==> src/rtl/arm_defines.svh <==
// Offsets, field positions, reset values and codes for the reference/monitor/gain block
`ifndef ARM_DEFINES_SVH
`define ARM_DEFINES_SVH
`define ARM_OFF_REF_MON      4'h2
`define ARM_OFF_GAIN_RATE    4'h3
`define ARM_RST_REF_MON      8'h00
`define ARM_RST_GAIN_RATE    8'h00
`define ARM_REFCTL_HI        6
`define ARM_REFCTL_LO        5
`define ARM_REFSEL_HI        4
`define ARM_REFSEL_LO        3
`define ARM_MON_HI           2
`define ARM_MON_LO           0
`define ARM_GAIN_HI          6
`define ARM_GAIN_LO          4
`define ARM_RATE_HI          3
`define ARM_RATE_LO          0
`define ARM_CLKSTAT_BIT      7
`define ARM_GAIN_RSVD_BIT    7
`define ARM_REFCTL_OFF       2'h0
`define ARM_REFCTL_ON        2'h1
`define ARM_REFSEL_PAIR0     2'h0
`define ARM_REFSEL_PAIR1     2'h1
`define ARM_REFSEL_INT       2'h2
`define ARM_REFSEL_INT_DRV   2'h3
`define ARM_RATE_MAX_CODE    4'h8
`endif

==> src/rtl/arm_pkg.sv <==
// Types shared by the reference/monitor/gain register block
package arm_pkg;
  typedef enum logic [2:0] {
    ARM_MON_NORMAL  = 3'h0,
    ARM_MON_OFFSET  = 3'h1,
    ARM_MON_GAIN    = 3'h2,
    ARM_MON_TEMP    = 3'h3,
    ARM_MON_REF1    = 3'h4,
    ARM_MON_REF0    = 3'h5,
    ARM_MON_AVDD    = 3'h6,
    ARM_MON_DVDD    = 3'h7
  } arm_mon_e;

  typedef enum logic [2:0] {
    ARM_ROUTE_CHANNEL = 3'b001,
    ARM_ROUTE_MIDSUP  = 3'b010,
    ARM_ROUTE_INTERNAL = 3'b100
  } arm_route_e;

  typedef struct packed {
    logic       ref_power;
    logic [1:0] ref_input_select;
    logic       drive_ref_pair0;
    logic       override_active;
    arm_route_e route;
    arm_mon_e   source;
    logic [7:0] gain;
    logic [3:0] rate_index;
  } arm_ctrl_s;
endpackage : arm_pkg

==> src/rtl/arm_wb_slave.sv <==
// Classic Wishbone slave: single-cycle ack, byte-wide registers in the low lane
`timescale 1ns/1ps
`include "arm_defines.svh"
module arm_wb_slave (
  // Clock and reset
  input  wire logic        mclk,
  input  wire logic        sys_rst,
  // Wishbone
  input  wire logic        wb_cyc_i,
  input  wire logic        wb_stb_i,
  input  wire logic        wb_we_i,
  input  wire logic [5:0]  wb_adr_i,
  input  wire logic [3:0]  wb_sel_i,
  input  wire logic [31:0] wb_dat_i,
  output logic      [31:0] wb_dat_o,
  output logic             wb_ack_o,
  // Register side
  output logic             wr_ref_mon,
  output logic             wr_gain_rate,
  output logic      [7:0]  wr_data,
  input  wire logic [7:0]  rd_ref_mon,
  input  wire logic [7:0]  rd_gain_rate
);
  wire       req       = wb_cyc_i & wb_stb_i & ~wb_ack_o;
  wire [3:0] idx       = wb_adr_i[5:2];
  wire       hit_mon   = (idx == `ARM_OFF_REF_MON);
  wire       hit_gain  = (idx == `ARM_OFF_GAIN_RATE);
  wire       lane0_wr  = req & wb_we_i & wb_sel_i[0];
  wire [7:0] rd_mux    = hit_mon ? rd_ref_mon : hit_gain ? rd_gain_rate : 8'h00;

  assign wr_ref_mon   = lane0_wr & hit_mon;
  assign wr_gain_rate = lane0_wr & hit_gain;
  assign wr_data      = wb_dat_i[7:0];

  always_ff @(posedge mclk or posedge sys_rst) begin
    if (sys_rst) begin
      wb_ack_o <= 1'b0;
      wb_dat_o <= 32'h0000_0000;
    end else begin
      wb_ack_o <= req;
      wb_dat_o <= (req & ~wb_we_i) ? {24'h00_0000, rd_mux} : 32'h0000_0000;
    end
  end
endmodule : arm_wb_slave

==> src/rtl/arm_regs.sv <==
// Reference, system-monitor, gain and rate configuration registers
// How it works
// - Reference control 00 keeps internal reference off; 01 keeps it on.
// - Codes 10/11 power reference once a conversion starts and keep it on; sleep or start low drops it.
// - Reference select: 00 pair0, 01 pair1, 10 internal, 11 internal driven on pair0.
// - Any non-normal monitor code overrides channel, bias and reference selections.
// - Monitor 000 normal routing; 001 shorts converter inputs to mid-supply.
// - Monitor 010 connects converter inputs to selected reference for gain calibration.
// - Monitor 011 routes converter inputs to the temperature diode.
// - Monitor 100 applies quarter of pair1 voltage; 101 quarter of pair0.
// - Monitor 110 applies quarter analog supply; 111 quarter digital supply.
// - Monitor codes 010..111 force gain 1; 000/001 use stored gain code.
// - Gain field bits 6:4 selects gain of two to the code power.
// - Rate field bits 3:0 sets output rate; codes 1001..1111 all give 2000.
//
// The Wishbone interface to the registers was left to the implementer.
`timescale 1ns/1ps
`include "arm_defines.svh"
module arm_regs
  import arm_pkg::*;
(
  // Clock and reset
  input  wire logic                mclk,
  input  wire logic                sys_rst,
  // Wishbone
  input  wire logic                wb_cyc_i,
  input  wire logic                wb_stb_i,
  input  wire logic                wb_we_i,
  input  wire logic [5:0]          wb_adr_i,
  input  wire logic [3:0]          wb_sel_i,
  input  wire logic [31:0]         wb_dat_i,
  output logic      [31:0]         wb_dat_o,
  output logic                     wb_ack_o,
  // Device state
  input  wire logic                ext_clock_in_use,
  input  wire logic                conversion_active,
  input  wire logic                sleep_cmd,
  input  wire logic                start_pin,
  // Analog front-end controls
  output arm_pkg::arm_ctrl_s       ctrl,
  output logic [15:0]              output_rate_sps
);
  import arm_pkg::*;

  logic [1:0] internal_ref_control;
  logic [1:0] ref_input_select;
  logic [2:0] system_monitor_select;
  logic [2:0] amp_gain_code;
  logic [3:0] output_rate_code;
  logic       clk_status;
  logic       follow_on;

  logic       wr_ref_mon;
  logic       wr_gain_rate;
  logic [7:0] wr_data;
  logic [7:0] rd_ref_mon;
  logic [7:0] rd_gain_rate;

  arm_wb_slave u_bus (
    .mclk         (mclk),
    .sys_rst      (sys_rst),
    .wb_cyc_i     (wb_cyc_i),
    .wb_stb_i     (wb_stb_i),
    .wb_we_i      (wb_we_i),
    .wb_adr_i     (wb_adr_i),
    .wb_sel_i     (wb_sel_i),
    .wb_dat_i     (wb_dat_i),
    .wb_dat_o     (wb_dat_o),
    .wb_ack_o     (wb_ack_o),
    .wr_ref_mon   (wr_ref_mon),
    .wr_gain_rate (wr_gain_rate),
    .wr_data      (wr_data),
    .rd_ref_mon   (rd_ref_mon),
    .rd_gain_rate (rd_gain_rate)
  );

  // Readback
  assign rd_ref_mon   = {clk_status, internal_ref_control, ref_input_select,
                         system_monitor_select};
  assign rd_gain_rate = {1'b0, amp_gain_code, output_rate_code};

  // Register storage; reserved bit 7 of gain/rate is not stored
  always_ff @(posedge mclk or posedge sys_rst) begin
    if (sys_rst) begin
      internal_ref_control  <= `ARM_REFCTL_OFF;
      ref_input_select      <= 2'h0;
      system_monitor_select <= 3'h0;
      amp_gain_code         <= 3'h0;
      output_rate_code      <= 4'h0;
      clk_status            <= 1'b0;
    end else begin
      clk_status <= ext_clock_in_use;
      if (wr_ref_mon) begin
        internal_ref_control  <= wr_data[`ARM_REFCTL_HI:`ARM_REFCTL_LO];
        ref_input_select      <= wr_data[`ARM_REFSEL_HI:`ARM_REFSEL_LO];
        system_monitor_select <= wr_data[`ARM_MON_HI:`ARM_MON_LO];
      end
      if (wr_gain_rate) begin
        amp_gain_code    <= wr_data[`ARM_GAIN_HI:`ARM_GAIN_LO];
        output_rate_code <= wr_data[`ARM_RATE_HI:`ARM_RATE_LO];
      end
    end
  end

  // Reference power policy
  wire follow_mode   = internal_ref_control[1];
  wire next_follow   = (follow_on | conversion_active) & ~sleep_cmd & start_pin;
  wire ref_power_now = (internal_ref_control == `ARM_REFCTL_ON) ? 1'b1 :
                       (internal_ref_control == `ARM_REFCTL_OFF) ? 1'b0 :
                       next_follow;

  always_ff @(posedge mclk or posedge sys_rst) begin
    if (sys_rst)
      follow_on <= 1'b0;
    else
      follow_on <= follow_mode & next_follow;
  end

  // Monitor override and routing
  wire       overriding = (system_monitor_select != ARM_MON_NORMAL);
  wire       force_unity = system_monitor_select[2] | system_monitor_select[1];
  wire [1:0] eff_ref_sel = overriding ? `ARM_REFSEL_INT : ref_input_select;
  wire       drive_pair0 = ~overriding & (ref_input_select == `ARM_REFSEL_INT_DRV);
  arm_route_e route_now;
  assign route_now = (system_monitor_select == ARM_MON_NORMAL) ? ARM_ROUTE_CHANNEL :
                     (system_monitor_select == ARM_MON_OFFSET) ? ARM_ROUTE_MIDSUP :
                     ARM_ROUTE_INTERNAL;

  // Gain and rate decode
  wire [2:0] gain_code_eff = force_unity ? 3'h0 : amp_gain_code;
  wire [7:0] gain_now      = 8'h01 << gain_code_eff;
  wire [3:0] rate_idx      = (output_rate_code > `ARM_RATE_MAX_CODE) ?
                             (`ARM_RATE_MAX_CODE + 4'h1) : output_rate_code;
  logic [15:0] rate_now;
  always_comb begin
    case (rate_idx)
      4'h0:    rate_now = 16'h0005;
      4'h1:    rate_now = 16'h000A;
      4'h2:    rate_now = 16'h0014;
      4'h3:    rate_now = 16'h0028;
      4'h4:    rate_now = 16'h0050;
      4'h5:    rate_now = 16'h00A0;
      4'h6:    rate_now = 16'h0140;
      4'h7:    rate_now = 16'h0280;
      4'h8:    rate_now = 16'h03E8;
      default: rate_now = 16'h07D0;
    endcase
  end

  // Registered outputs
  always_ff @(posedge mclk or posedge sys_rst) begin
    if (sys_rst) begin
      ctrl            <= '{ref_power: 1'b0, ref_input_select: 2'h0, drive_ref_pair0: 1'b0,
                           override_active: 1'b0, route: ARM_ROUTE_CHANNEL,
                           source: ARM_MON_NORMAL, gain: 8'h01, rate_index: 4'h0};
      output_rate_sps <= 16'h0005;
    end else begin
      ctrl.ref_power        <= ref_power_now;
      ctrl.ref_input_select <= eff_ref_sel;
      ctrl.drive_ref_pair0  <= drive_pair0;
      ctrl.override_active  <= overriding;
      ctrl.route            <= route_now;
      ctrl.source           <= arm_mon_e'(system_monitor_select);
      ctrl.gain             <= gain_now;
      ctrl.rate_index       <= rate_idx;
      output_rate_sps       <= rate_now;
    end
  end
endmodule : arm_regs

==> config.mk <==
export PLATFORM = sky130hd
export DESIGN_NAME = arm_regs
export DESIGN_NICKNAME = d
export VERILOG_FILES = /design/src/rtl/arm_pkg.sv /design/src/rtl/arm_wb_slave.sv /design/src/rtl/arm_regs.sv
export VERILOG_INCLUDE_DIRS = /design/src /design/src/rtl
export SDC_FILE = /design/constraint.sdc
export NUM_CORES = 1
export LEC_CHECK = 0
export ABC_AREA = 1
export BUFFER_PORTS_ARGS = -buffer_cell sky130_fd_sc_hd__buf_4
export CAP_MARGIN = 25
export CORE_MARGIN = 3
export CORE_UTILIZATION = 48
export CTS_CLUSTER_DIAMETER = 100
export DETAILED_ROUTE_END_ITERATION = 16
export HOLD_SLACK_MARGIN = 0.02
export PLACE_DENSITY = 0.84
export RECOVER_POWER = 100
export SLEW_MARGIN = 20
export SYNTH_ARGS = -nofsm -noshare
export SYNTH_HDL_FRONTEND = slang
export SYNTH_SLANG_ARGS = --single-unit
==> constraint.sdc <==
create_clock -name mclk -period 4.2 [get_ports mclk]
set_input_delay 0.84 -clock mclk [delete_from_list [all_inputs] [get_ports mclk]]
set_output_delay 0.84 -clock mclk [all_outputs]
set_load 0.02 [all_outputs]
Word-level counts from Yosys, hierarchy flattened
Memories as Yosys holds them, arrays and structs flattened. A register that Yosys moved wholly into a read port is not among the register bits.
Cells that the tools add are included.

storage, ports and cells
  flip-flop bits (word level) = 88
  latch bits = 0
  bits in writable memories = 0
  ROM bits = 176
  input port bits = 51
  output and inout bits = 72
  logic and storage cells = 56
  memories = 1

operators by class
  add/subtract/negate cells = 0
  multipliers = 0
  div/mod/pow operators = 0
  magnitude comparators = 1
  equal/unequal tests = 5
  shifts and indexed selects = 1
  mux-type cells = 10
  bitwise gates (word level) = 17
  reductions and logical operators = 3

memory list
  name             depth  bits a word  read ports  clocked after Yosys merged registers in  write ports  RTL line         text
  (no name shown)  16     11           1           1                                        0            arm_regs.sv:136  case (rate_idx)

operators by type and width
  operator                                              number
  2-to-1 mux 8 bit                                      2
  bitwise AND 1 bit                                     11
  2-to-1 mux 3 bit                                      3
  == test 4 x 2 -> 1 bit, second input constant         2
  left shift 1 x 3 -> 8 bit, first input constant       1
  2-to-1 mux 7 bit                                      1
  greater-than comparator 4 bit, second input constant  1
  2-to-1 mux 4 bit                                      1
  NOT 1 bit                                             4
  == test 3 x 1 -> 1 bit, second input constant         1
  zero test 3 bit                                       1
  nonzero test 3 bit                                    1
  == test 2 x 1 -> 1 bit, second input constant         1
  == test 2 bit, second input constant                  1
  zero test 2 bit                                       1
  2-to-1 mux 1 bit                                      2
  2-to-1 mux 2 bit                                      1
  OR 1 bit                                              2

Longest topological paths before layout
  depth in word-level cells = 5
  mapped depth = 6
  mapped depth without buffers = 6

Modules after synthesis
A second synthesis with hierarchy kept.

unflattened totals
  cells, all modules = 238
  area total of the unflattened synthesis = 2426.1 µm²

modules (own cells, without submodules)
  module        instances  cells each  area each (µm²)  sequential area each (µm²)
  arm_regs      1          156         1752.9           1256.2
  arm_wb_slave  1          82          673.1            225.2

Worst setup path before layout
Ideal clock, no wire load.

  kind = input to register
  start = input port wb_adr_i[4]
  end = register amp_gain_code[2]
  library setup time = 117 ps
  arrival time = 1411 ps
  data required time = 4083 ps
  setup slack = 2672 ps
  cell stages on the path = 6
  buffers on the path = 0
  cells stage by stage = inv_1 -> nand2_2 -> nor2_2 -> nand2_4 -> nand2_1 -> nand2_1

on the way
  cells in the longest elaborated chain, start to end = 2

RTL lines
  item                              RTL line            text
  start: declaration                arm_regs.sv:29      input wire logic [5:0] wb_adr_i,
  == test 4 x 2 -> 1 bit (no line)  n/a
  bitwise AND 1 bit                 arm_wb_slave.sv:32  assign wr_gain_rate = lane0_wr & hit_gain;
  end signal: assignment            arm_regs.sv:99      amp_gain_code <= wr_data[`ARM_GAIN_HI:`ARM_GAIN_LO];
  end: declaration                  arm_regs.sv:48      logic [2:0] amp_gain_code;

No other way between the ends.
A chain may end at the register's enable or synchronous reset.

==> impl_metrics.toml <==
[timing]
tightest_slew_ns = 1.284
min_period_ns = 2.548
setup_viol = 0
tns_ns = 0
hold_viol = 0
relSlewSlack = 0.1430
skew_ns = 0.005787
max_freq_ghz = 0.3925
slew_violations = 0
period_share = 0.6066
rsz0062_at_grt = "no"

[setup_path]
rr_worst_depth = 6
path_cells = "clkbuf_4, inv_1, clkbuf_1"
cpMaxStageDelayCell = "clkbuf_1"
cp.depth = 3
max_stage_delay_ns = 0.94
required_ns = 4.46
critPathBufInv = 3
end_kind = "async pin"
criticalPathCategory = "in2async"
crit_arrival_ns = 2.81
path_max_fanout = 36
crit_path_start_kind = "input port"
critPathTopFamily = "buffers and inverters"

[floorplan]
io_pins = 123
die-width_um = 76.67
rows = 25
start_util = 0.5009
die-area_um2 = 5878
die_h_um = 76.67
core_area_um2 = 4786

[clock_network]
clock_latency_ns = 0.32
cts-root-buf = "clkbuf_8"
clk_pin_slew_ns = 0.06
cts_sinks = 59
cts_setup_buffers = 0
cts_hold_buf = 0
clockBufferDepth = 2
cts_tree = "yes"
ctsResizeCount = 0
numCtsBuffers = 9
cts_max_level = 3

[place]
port_buffers = 63
dp.cells = 366
dpl.hpwl_um = 3304
gp_congestion = 0.8204

[synth]
synth_top_family_by_area = "simple AND/OR/NAND/NOR gates"
postSynthAreaPerCell_um2 = 9.947
synth-simple-area-share = 0.2030
netlist_instances = 241
yosys_warnings = 0
synth-adder-area-share = 0
yosysTopAreaCell = "dfrtp_1"
synth-compound-area-share = 0.03288
synth_area_um2 = 2397
synth_xor_area_frac = 0
synth.distinct_cells = 24
synth_seq_cells = 59
ys_seq_area_frac = 0.6180
synth.area.mux_share = 0
synth_area_leaders = "dfrtp_1 (57%), buf_4 (9.1%), nand2_1 (8.0%)"
synth_top_area_frac = 0.5741

[finish]
area_growth_pct = 15.97
insertedDiodeCount = 0
nNetsFinal = 361
final_cell_mix = "dfrtp_1 (55), nand2_1 (52), clkbuf_1 (47)"
finalNonFillerCells = 382
drive_gt1_frac = 0.1238
final_common_cell = "dfrtp_1"

[pwr]
leakage_nw = 1.456
power_density_nw_per_um2 = 441.2
peakVddDrop_mv = 0.2041
p_total_mw = 1.227

[global_route]
grt_pass1_wl_um = 7327
grt_pass1_vias = 1678
antenna_found_initial = 0
grt_max_degree = 37
overflow = 0
grt_usage = 0.1645

[detailed_routing]
highest_layer = "met4"
avgViaCountPerCell = 4.547
route.met2.wl_um = 2122
drc = 0
drt_iter0_drc = 81
dr_wl_met3_um = 406
dr.pass1.iters = 4
wl_um = 4516
wl_met1_um = 1821
ant_nets = 0
wl_per_cell_um = 11.82
vias = 1737

[status]
status = "complete, no violations"

[run]
maxCapViolations = 0

[hold_path]
hp-class = "reg2reg"
worstHoldPathCells = 0
[logic make-up after synthesis]
group	after synthesis
buffers and inverters	57
other	1
AO/OA/AOI/OAI	15
AND/OR/NAND/NOR	109
flip-flops	59
[sequential cells by signal (all words and copies together) (netlist names)]
signal                 count
clk_status                 1
system_monitor_select      3
u_bus.wb_ack_o             1
output_rate_code           4
ref_input_select           2
output_rate_sps           11
internal_ref_control       2
follow_on                  1
amp_gain_code              3
ctrl                      23
u_bus.wb_dat_o             8
[where the power goes]
| part | internal, mW | switching, mW |
|---|---|---|
| registers | 0.613 | 0.0200 |
| clock network | 0.227 | 0.200 |
| logic | 0.0394 | 0.126 |
[final timing paths]
kind                                           from                  end  slack [ns]
setup / recovery                            sys_rst             ctrl[21]        1.65
hold / removal             system_monitor_select[2]             ctrl[14]        0.44
setup reg to reg                     u_bus.wb_ack_o  ref_input_select[0]        2.20
hold reg to reg            system_monitor_select[2]             ctrl[14]        0.44
max in group mclk                          wb_stb_i  ref_input_select[0]        2.02
min in group asynchronous                   sys_rst   output_rate_sps[6]        0.88
[per-stage QoR]
stage	setup slack (ns)	cell area, um^2	hold slack, ns	util
finish	1.652	2780	0.4358	0.5809
global route	1.185	2780	0.4524	0.5809
CTS	2.377	2970	0.4403	0.6207
detailed placement	2.311	2806	0.4315	0.5864
global placement	2.340	2806	0.4209	0.5864
floorplan	1.910	2502	0.3946	-
[layer usage]
layer	track usage	vias to the layer above
li1	-	829
met1	0.1778	802
met2	0.2683	93
met3	0.04577	13
met4	0.1341	0
met5	0	-
[cell usage after synthesis, drive strengths merged]
library cell	instances
nand2	53
buf	33
nor3	3
a31oi	1
o21ai	5
o31ai	1
inv	23
or2	1
dfrtp	55
dfstp	4
clkbuf	1
nand3	25
nand4	1
conb	1
and2	1
a21oi	8
nor2	25
[cell type report]
cell class	instances	area, um^2
fill	449	2006
sequential	59	1481
multi-input combinational	153	649.4
timing repair buffer	64	315.3
clock buffer	13	148.9
inverter	23	86.33
tap	67	83.83
clock inverter	3	15.01
No activity file was read; power rests on OpenSTA's default activity.
